<file path="src/design/mmp_pkg.sv">
package mmp_pkg;

    // core clock rate
    localparam int CLK_MHZ = 10;

    // phy reset pulse length after core reset or a request
    localparam int PHY_RST_TIME_US = 10;
    localparam int PHY_RST_CYC     = PHY_RST_TIME_US * CLK_MHZ;

    // indicator stretch after a nibble was seen
    localparam int ACT_HOLD_TIME_US = 200;
    localparam int ACT_HOLD_CYC     = ACT_HOLD_TIME_US * CLK_MHZ;

    // management clock half period, least time rounded up
    localparam int MDC_HALF_NS  = 500;
    localparam int MDC_HALF_CYC = (MDC_HALF_NS * CLK_MHZ + 999) / 1000;

    // management frame layout
    localparam int MDIO_FRAME_BITS = 64;
    localparam int MDIO_TA_BIT     = 46;
    localparam int MDIO_DATA_BIT   = 48;
    localparam logic [31:0] MDIO_PREAMBLE = 32'hffffffff;
    localparam logic [1:0]  MDIO_START    = 2'h1;
    localparam logic [1:0]  MDIO_OP_READ  = 2'h2;
    localparam logic [1:0]  MDIO_OP_WRITE = 2'h1;
    localparam logic [1:0]  MDIO_TA_WRITE = 2'h2;

    // indicator modes
    localparam logic [1:0] IND_ACT_SPEED   = 2'h0;
    localparam logic [1:0] IND_ACT_DUPLEX  = 2'h1;
    localparam logic [1:0] IND_TX_RX       = 2'h2;
    localparam logic [1:0] IND_ACT_BY_RATE = 2'h3;
    localparam logic [2:0] IND_ALL_OFF     = 3'h7;

    // synchroniser width for all pins that come from the phy
    localparam int SYNC_W = 12;

endpackage

</file>
<file path="src/design/mmp_sync.sv">
`timescale 1ns/1ps
module mmp_sync #(
    parameter int W = mmp_pkg::SYNC_W
) (
    input  wire logic         clk,
    input  wire logic         nrst,
    input  wire logic [W-1:0] async,
    output logic      [W-1:0] synced
);
    logic [W-1:0] meta_r;
    logic [W-1:0] meta_nxt;
    logic [W-1:0] synced_nxt;

    // first stage feeds only the second stage
    always_comb begin
        meta_nxt   = async;
        synced_nxt = meta_r;
    end

    always_ff @(posedge clk) begin
        if (!nrst) begin
            meta_r <= '0;
            synced <= '0;
        end else begin
            meta_r <= meta_nxt;
            synced <= synced_nxt;
        end
    end
endmodule // mmp_sync

</file>
<file path="src/design/mmp_mdio.sv">
`timescale 1ns/1ps
module mmp_mdio (
    input  wire logic        clk,
    input  wire logic        nrst,
    input  wire logic        start,
    input  wire logic        readOp,
    input  wire logic [4:0]  phyAddr,
    input  wire logic [4:0]  regAddr,
    input  wire logic [15:0] wrData,
    input  wire logic        mdioIn,
    output logic             busy,
    output logic             done,
    output logic      [15:0] rdData,
    output logic             mdc,
    output logic             mdioOut,
    output logic             mdioOe
);
    typedef enum logic [1:0] {
        MD_IDLE = 2'b01,
        MD_RUN  = 2'b10
    } mmp_mdio_state_t;

    mmp_mdio_state_t state_r, state_nxt;
    logic [2:0]  div_r, div_nxt;
    logic [6:0]  bit_r, bit_nxt;
    logic [63:0] shift_r, shift_nxt;
    logic [15:0] rd_r, rd_nxt;
    logic        read_r, read_nxt;
    logic        mdc_r, mdc_nxt;
    logic        done_r, done_nxt;

    // frame sequencer: data moves on the falling clock edge
    always_comb begin
        state_nxt = state_r;
        div_nxt   = div_r;
        bit_nxt   = bit_r;
        shift_nxt = shift_r;
        rd_nxt    = rd_r;
        read_nxt  = read_r;
        mdc_nxt   = mdc_r;
        done_nxt  = 1'b0;
        unique case (state_r)
            MD_IDLE: begin
                mdc_nxt = 1'b0;
                if (start) begin
                    shift_nxt = {mmp_pkg::MDIO_PREAMBLE, mmp_pkg::MDIO_START,
                                 readOp ? mmp_pkg::MDIO_OP_READ
                                        : mmp_pkg::MDIO_OP_WRITE,
                                 phyAddr, regAddr, mmp_pkg::MDIO_TA_WRITE,
                                 wrData};
                    read_nxt  = readOp;
                    bit_nxt   = 7'h00;
                    div_nxt   = 3'h0;
                    state_nxt = MD_RUN;
                end
            end
            MD_RUN: begin
                if (div_r == 3'(mmp_pkg::MDC_HALF_CYC - 1)) begin
                    div_nxt = 3'h0;
                    mdc_nxt = ~mdc_r;
                    if (mdc_r) begin
                        // end of high phase: take read bit, move on
                        if (read_r && bit_r >= 7'(mmp_pkg::MDIO_DATA_BIT))
                            rd_nxt = {rd_r[14:0], mdioIn};
                        shift_nxt = {shift_r[62:0], 1'b0};
                        bit_nxt   = bit_r + 7'h01;
                        if (bit_r == 7'(mmp_pkg::MDIO_FRAME_BITS - 1)) begin
                            state_nxt = MD_IDLE;
                            done_nxt  = 1'b1;
                        end
                    end
                end else begin
                    div_nxt = div_r + 3'h1;
                end
            end
        endcase
    end

    always_ff @(posedge clk) begin
        if (!nrst) begin
            state_r <= MD_IDLE;
            div_r   <= 3'h0;
            bit_r   <= 7'h00;
            shift_r <= 64'h0;
            rd_r    <= 16'h0000;
            read_r  <= 1'b0;
            mdc_r   <= 1'b0;
            done_r  <= 1'b0;
        end else begin
            state_r <= state_nxt;
            div_r   <= div_nxt;
            bit_r   <= bit_nxt;
            shift_r <= shift_nxt;
            rd_r    <= rd_nxt;
            read_r  <= read_nxt;
            mdc_r   <= mdc_nxt;
            done_r  <= done_nxt;
        end
    end

    // line released from turnaround onward on reads
    assign busy    = (state_r == MD_RUN);
    assign mdc     = mdc_r;
    assign mdioOut = shift_r[63];
    assign mdioOe  = busy && !(read_r &&
                     bit_r >= 7'(mmp_pkg::MDIO_TA_BIT));
    assign done    = done_r;
    assign rdData  = rd_r;
endmodule // mmp_mdio

</file>
<file path="src/design/mmp_port.sv">
`timescale 1ns/1ps
module mmp_port (
    input  wire logic        clk,
    input  wire logic        nrst,
    input  wire logic        phyTxClk,
    output logic      [3:0]  phyTxData,
    output logic             phyTxEnable,
    input  wire logic        phyRxClk,
    input  wire logic [3:0]  phyRxData,
    input  wire logic        phyRxDataValid,
    input  wire logic        phyRxError,
    input  wire logic        phyCollision,
    output logic             mgmtClock,
    input  wire logic        mgmtDataIn,
    output logic             mgmtDataOut,
    output logic             mgmtDataOe,
    input  wire logic        phyLinkStatus,
    input  wire logic        phyActiveStatus,
    output logic             phy_power_on_reset_n,
    output logic      [2:0]  indicatorN,
    input  wire logic [1:0]  indicator_mode_select,
    input  wire logic        indicator_off_in_power_down,
    input  wire logic        powerDown,
    input  wire logic        speed100,
    input  wire logic        fullDuplex,
    input  wire logic        phyResetRequest,
    input  wire logic [3:0]  txNibble,
    input  wire logic        txValid,
    output logic             txReady,
    output logic      [3:0]  rxNibble,
    output logic             rxValid,
    output logic             rxError,
    output logic             rxEnd,
    output logic             collision,
    output logic             linkUp,
    input  wire logic        mgmtStart,
    input  wire logic        mgmtRead,
    input  wire logic [4:0]  mgmtPhyAddr,
    input  wire logic [4:0]  mgmtRegAddr,
    input  wire logic [15:0] mgmtWrData,
    output logic             mgmtBusy,
    output logic             mgmtDone,
    output logic      [15:0] mgmtRdData
);
    logic [11:0] pinSync;
    logic        txClkS, rxClkS, rxDvS, rxErS, colS, linkS, actS, mdioS;
    logic [3:0]  rxdS;

    // every phy pin passes two flops before use
    mmp_sync #(.W(mmp_pkg::SYNC_W)) u_sync (
        .clk    (clk),
        .nrst   (nrst),
        .async  ({phyTxClk, phyRxClk, phyRxData, phyRxDataValid,
                  phyRxError, phyCollision, phyLinkStatus,
                  phyActiveStatus, mgmtDataIn}),
        .synced (pinSync)
    );
    assign {txClkS, rxClkS, rxdS, rxDvS, rxErS, colS, linkS, actS,
            mdioS} = pinSync;

    // clock edge finders
    logic txClkPrev_r, txClkPrev_nxt;
    logic rxClkPrev_r, rxClkPrev_nxt;
    logic txClkRise, rxClkRise;

    always_comb begin
        txClkPrev_nxt = txClkS;
        rxClkPrev_nxt = rxClkS;
    end

    always_ff @(posedge clk) begin
        if (!nrst) begin
            txClkPrev_r <= 1'b0;
            rxClkPrev_r <= 1'b0;
        end else begin
            txClkPrev_r <= txClkPrev_nxt;
            rxClkPrev_r <= rxClkPrev_nxt;
        end
    end

    assign txClkRise = txClkS && !txClkPrev_r;
    assign rxClkRise = rxClkS && !rxClkPrev_r;

    // transmit path: one nibble taken per transmit clock rise
    logic [3:0] txd_r, txd_nxt;
    logic       txEn_r, txEn_nxt;

    always_comb begin
        txd_nxt  = txd_r;
        txEn_nxt = txEn_r;
        if (txClkRise) begin
            txEn_nxt = txValid;
            txd_nxt  = txValid ? txNibble : 4'h0;
        end
    end

    always_ff @(posedge clk) begin
        if (!nrst) begin
            txd_r  <= 4'h0;
            txEn_r <= 1'b0;
        end else begin
            txd_r  <= txd_nxt;
            txEn_r <= txEn_nxt;
        end
    end

    assign txReady     = txClkRise;
    assign phyTxData   = txd_r;
    assign phyTxEnable = txEn_r;

    // receive path: nibble, valid and error taken on receive clock rise
    logic [3:0] rxNib_r, rxNib_nxt;
    logic       rxVal_r, rxVal_nxt;
    logic       rxErr_r, rxErr_nxt;
    logic       rxEnd_r, rxEnd_nxt;
    logic       rxDvPrev_r, rxDvPrev_nxt;

    always_comb begin
        rxNib_nxt    = rxNib_r;
        rxVal_nxt    = 1'b0;
        rxErr_nxt    = 1'b0;
        rxEnd_nxt    = 1'b0;
        rxDvPrev_nxt = rxDvPrev_r;
        if (rxClkRise) begin
            rxDvPrev_nxt = rxDvS;
            rxVal_nxt    = rxDvS;
            if (rxDvS)
                rxNib_nxt = rxdS;
            rxErr_nxt = rxErS;
            rxEnd_nxt = rxDvPrev_r && !rxDvS;
        end
    end

    always_ff @(posedge clk) begin
        if (!nrst) begin
            rxNib_r    <= 4'h0;
            rxVal_r    <= 1'b0;
            rxErr_r    <= 1'b0;
            rxEnd_r    <= 1'b0;
            rxDvPrev_r <= 1'b0;
        end else begin
            rxNib_r    <= rxNib_nxt;
            rxVal_r    <= rxVal_nxt;
            rxErr_r    <= rxErr_nxt;
            rxEnd_r    <= rxEnd_nxt;
            rxDvPrev_r <= rxDvPrev_nxt;
        end
    end

    assign rxNibble = rxNib_r;
    assign rxValid  = rxVal_r;
    assign rxError  = rxErr_r;
    assign rxEnd    = rxEnd_r;

    // collision level as is, link level with selectable polarity
    logic col_r, col_nxt;
    logic link_r, link_nxt;

    always_comb begin
        col_nxt  = colS;
        link_nxt = actS ? !linkS : linkS;
    end

    always_ff @(posedge clk) begin
        if (!nrst) begin
            col_r  <= 1'b0;
            link_r <= 1'b0;
        end else begin
            col_r  <= col_nxt;
            link_r <= link_nxt;
        end
    end

    assign collision = col_r;
    assign linkUp    = link_r;

    // phy reset: held low a fixed time after core reset or a request
    logic [6:0] rstCnt_r, rstCnt_nxt;
    logic       phyRstN_r, phyRstN_nxt;

    always_comb begin
        rstCnt_nxt  = rstCnt_r;
        phyRstN_nxt = 1'b0;
        if (phyResetRequest)
            rstCnt_nxt = 7'h00;
        else if (rstCnt_r != 7'(mmp_pkg::PHY_RST_CYC))
            rstCnt_nxt = rstCnt_r + 7'h01;
        else
            phyRstN_nxt = 1'b1;
    end

    always_ff @(posedge clk) begin
        if (!nrst) begin
            rstCnt_r  <= 7'h00;
            phyRstN_r <= 1'b0;
        end else begin
            rstCnt_r  <= rstCnt_nxt;
            phyRstN_r <= phyRstN_nxt;
        end
    end

    assign phy_power_on_reset_n = phyRstN_r;

    // activity stretchers so short bursts stay visible
    logic [10:0] txAct_r, txAct_nxt;
    logic [10:0] rxAct_r, rxAct_nxt;
    logic [2:0]  ind_r, ind_nxt;
    logic        txAct, rxAct, anyAct;

    assign txAct  = (txAct_r != 11'h000);
    assign rxAct  = (rxAct_r != 11'h000);
    assign anyAct = txAct || rxAct;

    // indicator pattern per mode, active low on the pins
    always_comb begin
        txAct_nxt = txAct ? txAct_r - 11'h001 : txAct_r;
        rxAct_nxt = rxAct ? rxAct_r - 11'h001 : rxAct_r;
        if (txClkRise && txEn_r)
            txAct_nxt = 11'(mmp_pkg::ACT_HOLD_CYC);
        if (rxClkRise && rxDvS)
            rxAct_nxt = 11'(mmp_pkg::ACT_HOLD_CYC);
        unique case (indicator_mode_select)
            mmp_pkg::IND_ACT_SPEED:
                ind_nxt = ~{link_r && !speed100, link_r && speed100, anyAct};
            mmp_pkg::IND_ACT_DUPLEX:
                ind_nxt = ~{fullDuplex, link_r, anyAct};
            mmp_pkg::IND_TX_RX:
                ind_nxt = ~{rxAct, link_r, txAct};
            mmp_pkg::IND_ACT_BY_RATE:
                ind_nxt = ~{fullDuplex, anyAct && link_r && speed100,
                            anyAct && link_r && !speed100};
        endcase
        if (powerDown && indicator_off_in_power_down)
            ind_nxt = mmp_pkg::IND_ALL_OFF;
    end

    always_ff @(posedge clk) begin
        if (!nrst) begin
            txAct_r <= 11'h000;
            rxAct_r <= 11'h000;
            ind_r   <= mmp_pkg::IND_ALL_OFF;
        end else begin
            txAct_r <= txAct_nxt;
            rxAct_r <= rxAct_nxt;
            ind_r   <= ind_nxt;
        end
    end

    assign indicatorN = ind_r;

    // management master
    mmp_mdio u_mdio (
        .clk     (clk),
        .nrst    (nrst),
        .start   (mgmtStart),
        .readOp  (mgmtRead),
        .phyAddr (mgmtPhyAddr),
        .regAddr (mgmtRegAddr),
        .wrData  (mgmtWrData),
        .mdioIn  (mdioS),
        .busy    (mgmtBusy),
        .done    (mgmtDone),
        .rdData  (mgmtRdData),
        .mdc     (mgmtClock),
        .mdioOut (mgmtDataOut),
        .mdioOe  (mgmtDataOe)
    );
endmodule // mmp_port

</file>
<file path="config.mk">
export PLATFORM = sky130hd
export DESIGN_NAME = mmp_port
export DESIGN_NICKNAME = d
export VERILOG_FILES = /design/src/design/mmp_pkg.sv /design/src/design/mmp_sync.sv /design/src/design/mmp_mdio.sv /design/src/design/mmp_port.sv
export SDC_FILE = /design/constraint.sdc
export NUM_CORES = 1
export LEC_CHECK = 0
export BUFFER_PORTS_ARGS = -buffer_cell sky130_fd_sc_hd__buf_2
export CORE_AREA = 2 2 112 114
export CTS_BUF_LIST = sky130_fd_sc_hd__clkbuf_16
export DETAILED_ROUTE_END_ITERATION = 10
export DIE_AREA = 0 0 114 116
export PLACE_DENSITY = 0.73
export SYNTH_ARGS = -nofsm -noshare
export SYNTH_HDL_FRONTEND = slang
export SYNTH_HIERARCHICAL = 1
export SYNTH_SLANG_ARGS = --single-unit
</file>
<file path="constraint.sdc">
create_clock -name clk -period 2.5 [get_ports clk]
set_clock_uncertainty 0.2 [all_clocks]
set_input_delay 0.25 -clock clk [delete_from_list [all_inputs] [get_ports clk]]
set_output_delay 0.25 -clock clk [all_outputs]
set_load 0.005 [all_outputs]
</file>
## After elaboration in Yosys (flattened, before gate mapping)

Cells that the tools add are included.
W data, S select, Z words.

- Bits in writable memories: 0
- Flip-flop bits (word level): 169
- Latch bits: 0
- Memory bits (read-only): 0
- Memories kept: 0
- Output and inout port bits: 40
- Bits of input ports: 54
- Logic and storage cells: 118

- Reduce and logical (&&, ||, !) cells: 37
- Add/sub/neg operators: 5
- Mux-type cells: 28
- Equal/unequal tests: 12
- Divide/modulo/power cells: 0
- Bitwise gates (word level): 6
- Shift-type cells: 0
- Multiply operators: 0
- Order comparisons: 2

Operators with widths:

| kind | number |
|---|---|
| $mux W64 | 3 |
| $pmux W64 S2 | 1 |
| $mux W11 | 4 |
| $reduce_bool A11 Y1 | 2 |
| $sub A11 B1 Y11 const B | 2 |
| $mux W7 | 3 |
| $add A7 B1 Y7 const B | 2 |
| $ge A7 B6 Y1 const B | 2 |
| $logic_and A1 B1 Y1 | 14 |
| $pmux W7 S2 | 1 |
| $not A3 Y3 | 4 |
| $pmux W3 S4 | 1 |
| $reduce_and A4 Y1 | 3 |
| $mux W2 | 5 |
| $ne A2 B2 Y1 const B | 4 |
| $reduce_or A2 Y1 | 4 |
| $eq A7 B6 Y1 const B | 1 |
| $ne A7 B7 Y1 const B | 1 |
| $eq A2 B2 Y1 const B | 3 |
| $logic_not A1 Y1 | 6 |
| $mux W3 | 2 |
| $pmux W3 S2 | 1 |
| $reduce_and A2 Y1 | 3 |
| $eq A2 B1 Y1 const B | 2 |
| 11 further kinds | 16 |

## Depth between registers and ports, before layout

Gate-level depths: netlist of run 1.

- Word-level depth: 6
- Gate-level depth with buffers: 8
- Depth with buffers taken out: 6

## Cells and area by module

The synthesis of run 1 kept the hierarchy.

Modules (own cells, without submodules):

| module | instances | cells each | seq. area each (um^2) | area an instance (um^2) |
|---|---|---|---|---|
| mmp_mdio | 1 | 374 | 1901.8 | 3668.5 |
| mmp_port | 1 | 240 | 1001.0 | 2157.1 |
| mmp_sync | 1 | 50 | 480.5 | 675.6 |

## Worst setup path after synthesis of run 1

Ideal clock, no wire load.

- Kind: reg-to-reg
- From: register rxAct_r[0]
- To: register ind_r[2] (netlist: indicatorN[2])
- Arrival: 1872 ps
- Path slack: 366 ps
- Required time: 2238 ps
- Buffers on the path: 1
- Setup time: 62 ps
- Period minus slack after synthesis: 2134 ps
- Stages on the path, launching flop included: 8
- Path through: dfxtp_1 inv_1 ha_1 or3b_2 or3b_1 buf_2 a211o_1 nand3_1

- Longest elaborated chain between the ends: 3

RTL lines:

| item | line | text |
|---|---|---|
| start: declaration | mmp_port.sv:206 | `logic [10:0] rxAct_r, rxAct_nxt;` |
| start signal: assignment | mmp_port.sv:244 | `rxAct_r <= rxAct_nxt;` |
| $reduce_bool A11 Y1 | mmp_port.sv:211 | `assign rxAct = (rxAct_r != 11'h000);` |
| $not A3 Y3 | mmp_port.sv:228 | `ind_nxt = ~{rxAct, link_r, txAct};` |
| $pmux W3 S4 | mmp_port.sv:222 | `unique case (indicator_mode_select)` |
| end signal: assignment | mmp_port.sv:241 | `ind_r <= mmp_pkg::IND_ALL_OFF;` |
| end signal: assignment | mmp_port.sv:245 | `ind_r <= ind_nxt;` |
| end: declaration | mmp_port.sv:207 | `logic [2:0] ind_r, ind_nxt;` |

Every way passes these cells.
A chain may end at the register's enable or synchronous reset.

## Final worst setup path of run 1

Ends and elaborated chain as after synthesis.

==> run_results.csv, run 1 <==
group,metric,value,unit
synth,ys_seq_area_frac,0.520,
setup_path,start_kind,"register",
clock_tree,cts_resized,0,
setup_path,endpoint,"indicatorN[2]$_SDFF_PP1_",
pwr,vdd_drop_max,0.533,mV
synth,yosysTopAreaCell,"dfxtp_1",
global_routing,grt_start_max_net_pins,89,
routing,m1WireLength,6000,um
placed_design,place_ws,255,ps
synth,synth_compound_area_frac,0.174,
setup_path,r2r_start,"rxAct_r[0]$_SDFFE_PP0P_",
global_routing,grt_first_pass_wirelength,23000,um
setup_path,worst_ep_arrival_time,2440,ps
setup_path,path_class,"reg -> reg",
setup_path,cp-startpoint,"rxAct_r[0]$_SDFFE_PP0P_",
synth,synth.area.top_cells,"dfxtp_1 52%, o221a_2 5.9%, nand2_1 4.7%",
worst_hold_path,hp-class,"in -> reg",
routing,wl,13600,um
synth,syn_inst,664,
synth,muxShareOfSynthArea,0.0277,
synth,syn-num-nets,728,
outcome,outcome,"finished clean",
sta,period_needed,2280,ps
clock_tree,htreeDepth,4,
clock_tree,clockRootBuffer,"clkbuf_16",
synth,synth_fa_ha_area_frac,0.0192,
routing,drc,0,
sta,maxSlewHeadroom,0.442,
clock_tree,cts_setup_buffers,0,
clock_tree,clk_path_buf_depth,2,
die,ios,94,
synth,synth_cell_types,55,
routing,avgViaCountPerCell,5.59,
routing,wl_met2,6820,um
layout,area_delta_synth_final,25.3,%
synth,syn_area,6500,sq um
sta,tightest_slew,832,ps
synth,synth_seq_cells,169,
routing,ant_nets,0,
flow_run,maxCapViolCount,0,
clock_tree,cts.hold.buffers_added,56,
synth,synth-main-ff-cell,"dfxtp_1",
routing,met3_length,636,um
layout,utilization,0.684,
global_routing,grt_pass1_vias,5204,
synth,yosysTopAreaCellShare,0.520,
sta,fmax,439,MHz
synth,synth_xor_area_frac,0.0242,
sta,finalHoldViolations,0,
layout,diodes,0,
setup_path,crit_fanout,6,
sta,rsz0062_at_grt,"no",
clock_tree,clock-sinks,169,
setup_path,max_stage_delay,510,ps
sta,finalSetupViolCount,0,
die,start_util,0.546,
sta,finalCritPeriodShare,0.911,
setup_path,cp.required,2660,ps
pwr,power.density,865,nW/um^2
sta,fin_ws,223,ps
routing,dr.pass1.iters,5,
die,coreArea,11900,sq um
pwr,leakage,3.49,nW
setup_path,cp.depth,6,
setup_path,reg2reg_slack,220,ps
synth,synth_edf_count,0,
die,num_rows,40,
global_routing,antenna_found_initial,0,
routing,first_iter_violations,446,
die,dieArea,13200,sq um
setup_path,path_cells,"inv_1 > ha_1 > or3b_2 > or3b_1 > a211o_1 > nand3_1",
clock_tree,cts_buffers,17,
setup_path,critPathTopFamily,"simple AND/OR/NAND/NOR gates",
sta,drv_slew,0,
synth,synth_top_family_by_area,"simple AND/OR/NAND/NOR gates",
synth,synth_common_cells,"169 x dfxtp_1, 81 x nand2_1, 71 x nor2_1",
synth,postSynthAreaPerCell,9.79,sq um
worst_hold_path,holdPathStages,4,
synth,yosys_warnings,6,
setup_path,cp_slowest_cell,"or3b_2",
setup_path,worstSetupEndpointType,"register",
setup_path,crit_buf_inv,1,
clock_tree,path_clk_slew,60,ps
setup_path,reg2reg_to,"indicatorN[2]$_SDFF_PP1_",
sta,fin_tns_setup,0,ps
synth,synth.most_common_cell,"dfxtp_1",
synth,ys_async_sr_fraction,0,
die,die_h,116,um
placed_design,place.gp.congestion,0.879,
clock_tree,cts_tree,"built",
layout,drive_above_1_share,0.243,
placed_design,hpwlAfterDp,8160,um
setup_path,rr_worst_depth,6,
layout,nets,866,
synth,yosys.area_share.simple,0.194,
global_routing,grt_remaining_overflow,0,
routing,wl_per_cell,14.2,um
sta,worst_hold_slack,26.9,ps
placed_design,port_buffers,93,
clock_tree,clkLatencyLatePin,420,ps
die,die_w,114,um
routing,highest_layer,"met4",
global_routing,grt_use_total,0.215,
routing,vias,5374,
worst reg2reg max path: stages (launching register included):
cell	delay, ps
dfxtp_1	360
inv_1	100
ha_1	170
or3b_2	510
or3b_1	480
a211o_1	330
nand3_1	60
cells by family (layout without fill, tap and decap cells):
group / count (synthesis) / count (layout)
flip-flops: 169 / 169
XOR/XNOR: 18 / 18
multiplexers: 18 / 18
adder cells (fa/ha/maj): 10 / 10
AND/OR/NAND/NOR: 255 / 255
buffers and inverters: 56 / 207
AO/OA/AOI/OAI: 138 / 138
registers in the layout (all words and copies together) (netlist names), 2 cells and up:
| name | flops |
|---|---|
| u_sync/synced | 12 |
| u_mdio/rdData | 16 |
| u_mdio/shift_r | 64 |
| indicatorN | 3 |
| u_sync/meta_r | 12 |
| u_mdio/bit_r | 7 |
| u_mdio/div_r | 3 |
| phyTxData | 4 |
| rxNibble | 4 |
| txAct_r | 11 |
| u_mdio/state_r | 2 |
| rxAct_r | 11 |
| rstCnt_r | 7 |
stage by stage:
stage          power (mW)  cell area (sq um)  std cells
5_1_grt              7.44               8150        962
3_3_place_gp         4.57               7050        874
3_5_place_dp         4.65               7050        874
2_1_floorplan        4.32               6500        664
6_report             7.05               8150        962
4_1_cts              7.10               8150        962
cell type report:
class / instances / area, sq um
fillers: 933 / 3760
flip-flops and latches: 169 / 3380
multi-input cells: 439 / 2860
repair buffers: 159 / 1130
clock buffers: 17 / 425
well taps: 147 / 184
clock inverters: 15 / 110
inverters: 16 / 62.6
metal layers:
metal,GRT usage,vias up
met5,0,-
met4,0.0870,0
met3,0.0669,13
met2,0.368,125
met1,0.251,2575
li1,-,2661
where the power goes:
part / switching [mW] / total, mW / internal (mW)
clock: 1.02 / 2.37 / 1.35
combinational: 0.747 / 1.45 / 0.698
sequential: 0.249 / 3.24 / 2.99
total: 2.01 / 7.05 / 5.03
cells in the final DEF, fill, tap and decap left out, types with 6 or more instances in the layout:
master and count:
buf_4 8, nor3_1 6, and2_1 10, nand2b_1 7
o31ai_1 9, or3_1 6, nand2_1 81, dfxtp_1 169
or4_1 6, clkinv_2 8, o21ai_0 6, ha_1 10
buf_2 93, a31oi_1 7, mux2i_1 18, a21oi_1 29
a311oi_1 26, nor4_1 7, xor2_1 12, o221a_2 34
inv_1 14, xnor2_1 6, and2_2 18, clkbuf_16 17
nand3_1 14, nor2_1 71, dlygate4sd3_1 56
how the worst min path moves through the flow:
stage	startpoint	to	slack, ps
6_report	mgmtStart	u_mdio/read_r$_SDFFE_PN0P_	30
5_1_grt	mgmtStart	u_mdio/read_r$_SDFFE_PN0P_	50
4_1_cts	mgmtStart	u_mdio/read_r$_SDFFE_PN0P_	20
3_5_place_dp	u_sync/meta_r[7]$_SDFF_PN0_	u_sync/synced[7]$_SDFF_PN0_	220
3_3_place_gp	u_sync/meta_r[7]$_SDFF_PN0_	u_sync/synced[7]$_SDFF_PN0_	220
2_1_floorplan	mgmtDataIn	u_sync/meta_r[0]$_SDFF_PN0_	180
No activity file was read; power rests on OpenSTA's default activity.
==> inputs of run 2 (changes only) <==
--- a/config.mk
+++ b/config.mk
@@ -6,11 +6,13 @@
 export NUM_CORES = 1
 export LEC_CHECK = 0
 export BUFFER_PORTS_ARGS = -buffer_cell sky130_fd_sc_hd__buf_2
-export CORE_AREA = 2 2 112 114
+export CELL_PAD_IN_SITES_DETAIL_PLACEMENT = 1
+export CELL_PAD_IN_SITES_GLOBAL_PLACEMENT = 1
+export CORE_AREA = 2 2 125 127
 export CTS_BUF_LIST = sky130_fd_sc_hd__clkbuf_16
 export DETAILED_ROUTE_END_ITERATION = 10
-export DIE_AREA = 0 0 114 116
-export PLACE_DENSITY = 0.73
+export DIE_AREA = 0 0 127 129
+export PLACE_DENSITY = 0.75
 export SYNTH_ARGS = -nofsm -noshare
 export SYNTH_HDL_FRONTEND = slang
 export SYNTH_HIERARCHICAL = 1
==> run_results.csv, run 2 (same netlist as run 1, synthesis figures left out) <==
group,metric,value,unit
sta,fmax,438,MHz
die,ios,94,
setup_path,worstSetupEndpointType,"register",
clock_tree,path_clk_slew,70,ps
sta,rsz0062_at_grt,"no",
pwr,leakage,3.52,nW
layout,top_register,"u_mdio/shift_r",
pwr,clock_power_share,0.356,
die,die_h,129,um
pwr,combPwrFrac,0.203,
global_routing,grt_first_pass_wirelength,26200,um
setup_path,start_kind,"register",
flow_run,maxCapViolCount,0,
setup_path,cp.required,2600,ps
sta,worst_hold_slack,23.5,ps
routing,wl,15500,um
global_routing,grt_start_max_net_pins,53,
routing,first_iter_violations,225,
sta,finalHoldViolations,0,
routing,drc,0,
sta,fin_tns_setup,0,ps
outcome,outcome,"finished clean",
clock_tree,clock-sinks,169,
routing,wl_per_cell,15.4,um
routing,vias,5334,
setup_path,reg2reg_slack,210,ps
pwr,swShare,0.295,
sta,tightest_slew,569,ps
clock_tree,clkLatencyLatePin,430,ps
sta,finalCritPeriodShare,0.914,
placed_design,port_buffers,93,
routing,ant_nets,0,
layout,nFillCells,1680,
pwr,power.switching,2.17,mW
worst_hold_path,hp-class,"in -> reg",
global_routing,grt_use_total,0.196,
layout,diodes,0,
sta,maxSlewHeadroom,0.621,
clock_tree,htreeDepth,4,
setup_path,worst_ep_arrival_time,2390,ps
clock_tree,cts_tree,"built",
global_routing,antenna_found_initial,0,
die,start_util,0.434,
pwr,vdd_drop_max,0.477,mV
pwr,power_frac_seq,0.442,
layout,nets,868,
clock_tree,cts_buffers,17,
placed_design,place.gp.congestion,0.794,
routing,avgViaCountPerCell,5.31,
sta,finalSetupViolCount,0,
routing,dr.pass1.iters,4,
die,die_w,127,um
global_routing,grt_pass1_vias,5463,
pwr,p_int,5.18,mW
clock_tree,cts_resized,0,
clock_tree,clockRootBuffer,"clkbuf_16",
layout,largest_reg_flops,64,
setup_path,crit_fanout,52,
die,dieArea,16400,sq um
global_routing,grt_remaining_overflow,0,
sta,period_needed,2290,ps
die,coreArea,15000,sq um
die,num_rows,45,
layout,area_delta_synth_final,27.0,%
layout,final_cell_mix,"169 x dfxtp_1, 93 x buf_2, 81 x nand2_1, 71 x nor2_1, 55 x dlygate4sd3_1",
placed_design,hpwlAfterDp,9620,um
layout,layout_commonest_cell,"dfxtp_1",
sta,drv_slew,0,
clock_tree,clk_path_buf_depth,2,
pwr,power.density,890,nW/um^2
setup_path,path_class,"reg -> reg",
layout,drive_above_1_share,0.247,
[run 2: layout make-up]
cell class	count	area, sq um	area share
repair buffers	161	1130	0.136
inverters	16	62.6	0.00758
clock inverters	15	166	0.0202
multi-input cells	439	2860	0.346
well taps	188	235	0.0285
flip-flops and latches	169	3380	0.410
clock buffers	17	425	0.0515
[run 2: final timing paths]
path / start / end / depth (start not counted)
max: u_mdio/div_r[0]$_SDFFE_PN0N_ / u_mdio/shift_r[6]$_SDFFE_PN0P_ / 7
min: mgmtStart / u_mdio/read_r$_SDFFE_PN0P_ / 4
max reg2reg: u_mdio/div_r[0]$_SDFFE_PN0N_ / u_mdio/shift_r[6]$_SDFFE_PN0P_ / 7
min reg2reg: u_sync/meta_r[8]$_SDFF_PN0_ / u_sync/synced[8]$_SDFF_PN0_ / 1
[run 2: timing repair]
| item | in CTS | in global routing |
|---|---|---|
| setup endpoints to repair | 0 | 0 |
| setup buffers | 0 | 0 |
| hold buffers | 55 | 0 |
| endpoints found under the hold margin | 49 | 0 |
[run 2: per-layer routing]
metal | vias to the layer above | GRT usage | share of wire
met1 | 2564 | 0.243 | 0.45
met3 | 19 | 0.0466 | 0.037
met4 | 0 | 0.0730 | 0.016
met5 | - | 0 | 0
li1 | 2659 | - | -
met2 | 92 | 0.336 | 0.49
[run 2: per-stage QoR]
stage	area (sq um)	worst slack, ps	util	cells	power (mW)
floorplan	6500	366	-	664	4.32
global placement	7110	310	0.475	918	4.59
detailed placement	7110	236	0.475	918	4.69
CTS	8260	216	0.551	1005	7.40
global route	8260	37.1	0.551	1005	7.76
finish	8260	215	0.551	1005	7.35
[run 2: critical path, cell delays in order, from the launching register on]
cell and delay, ps:
dfxtp_1 310, inv_1 90, ha_1 220, nand3_1 270
a21oi_4 340, buf_12 270, nor2_1 80, a311oi_1 370
[run 2: power by group through the flow]
stage	clock (mW)	sequential, mW	combinational [mW]
after floorplan	0	3.22	1.10
after global placement	0	3.26	1.33
after detailed placement	0	3.29	1.40
after CTS	2.67	3.24	1.48
after global routing	2.79	3.29	1.68
final	2.62	3.25	1.49
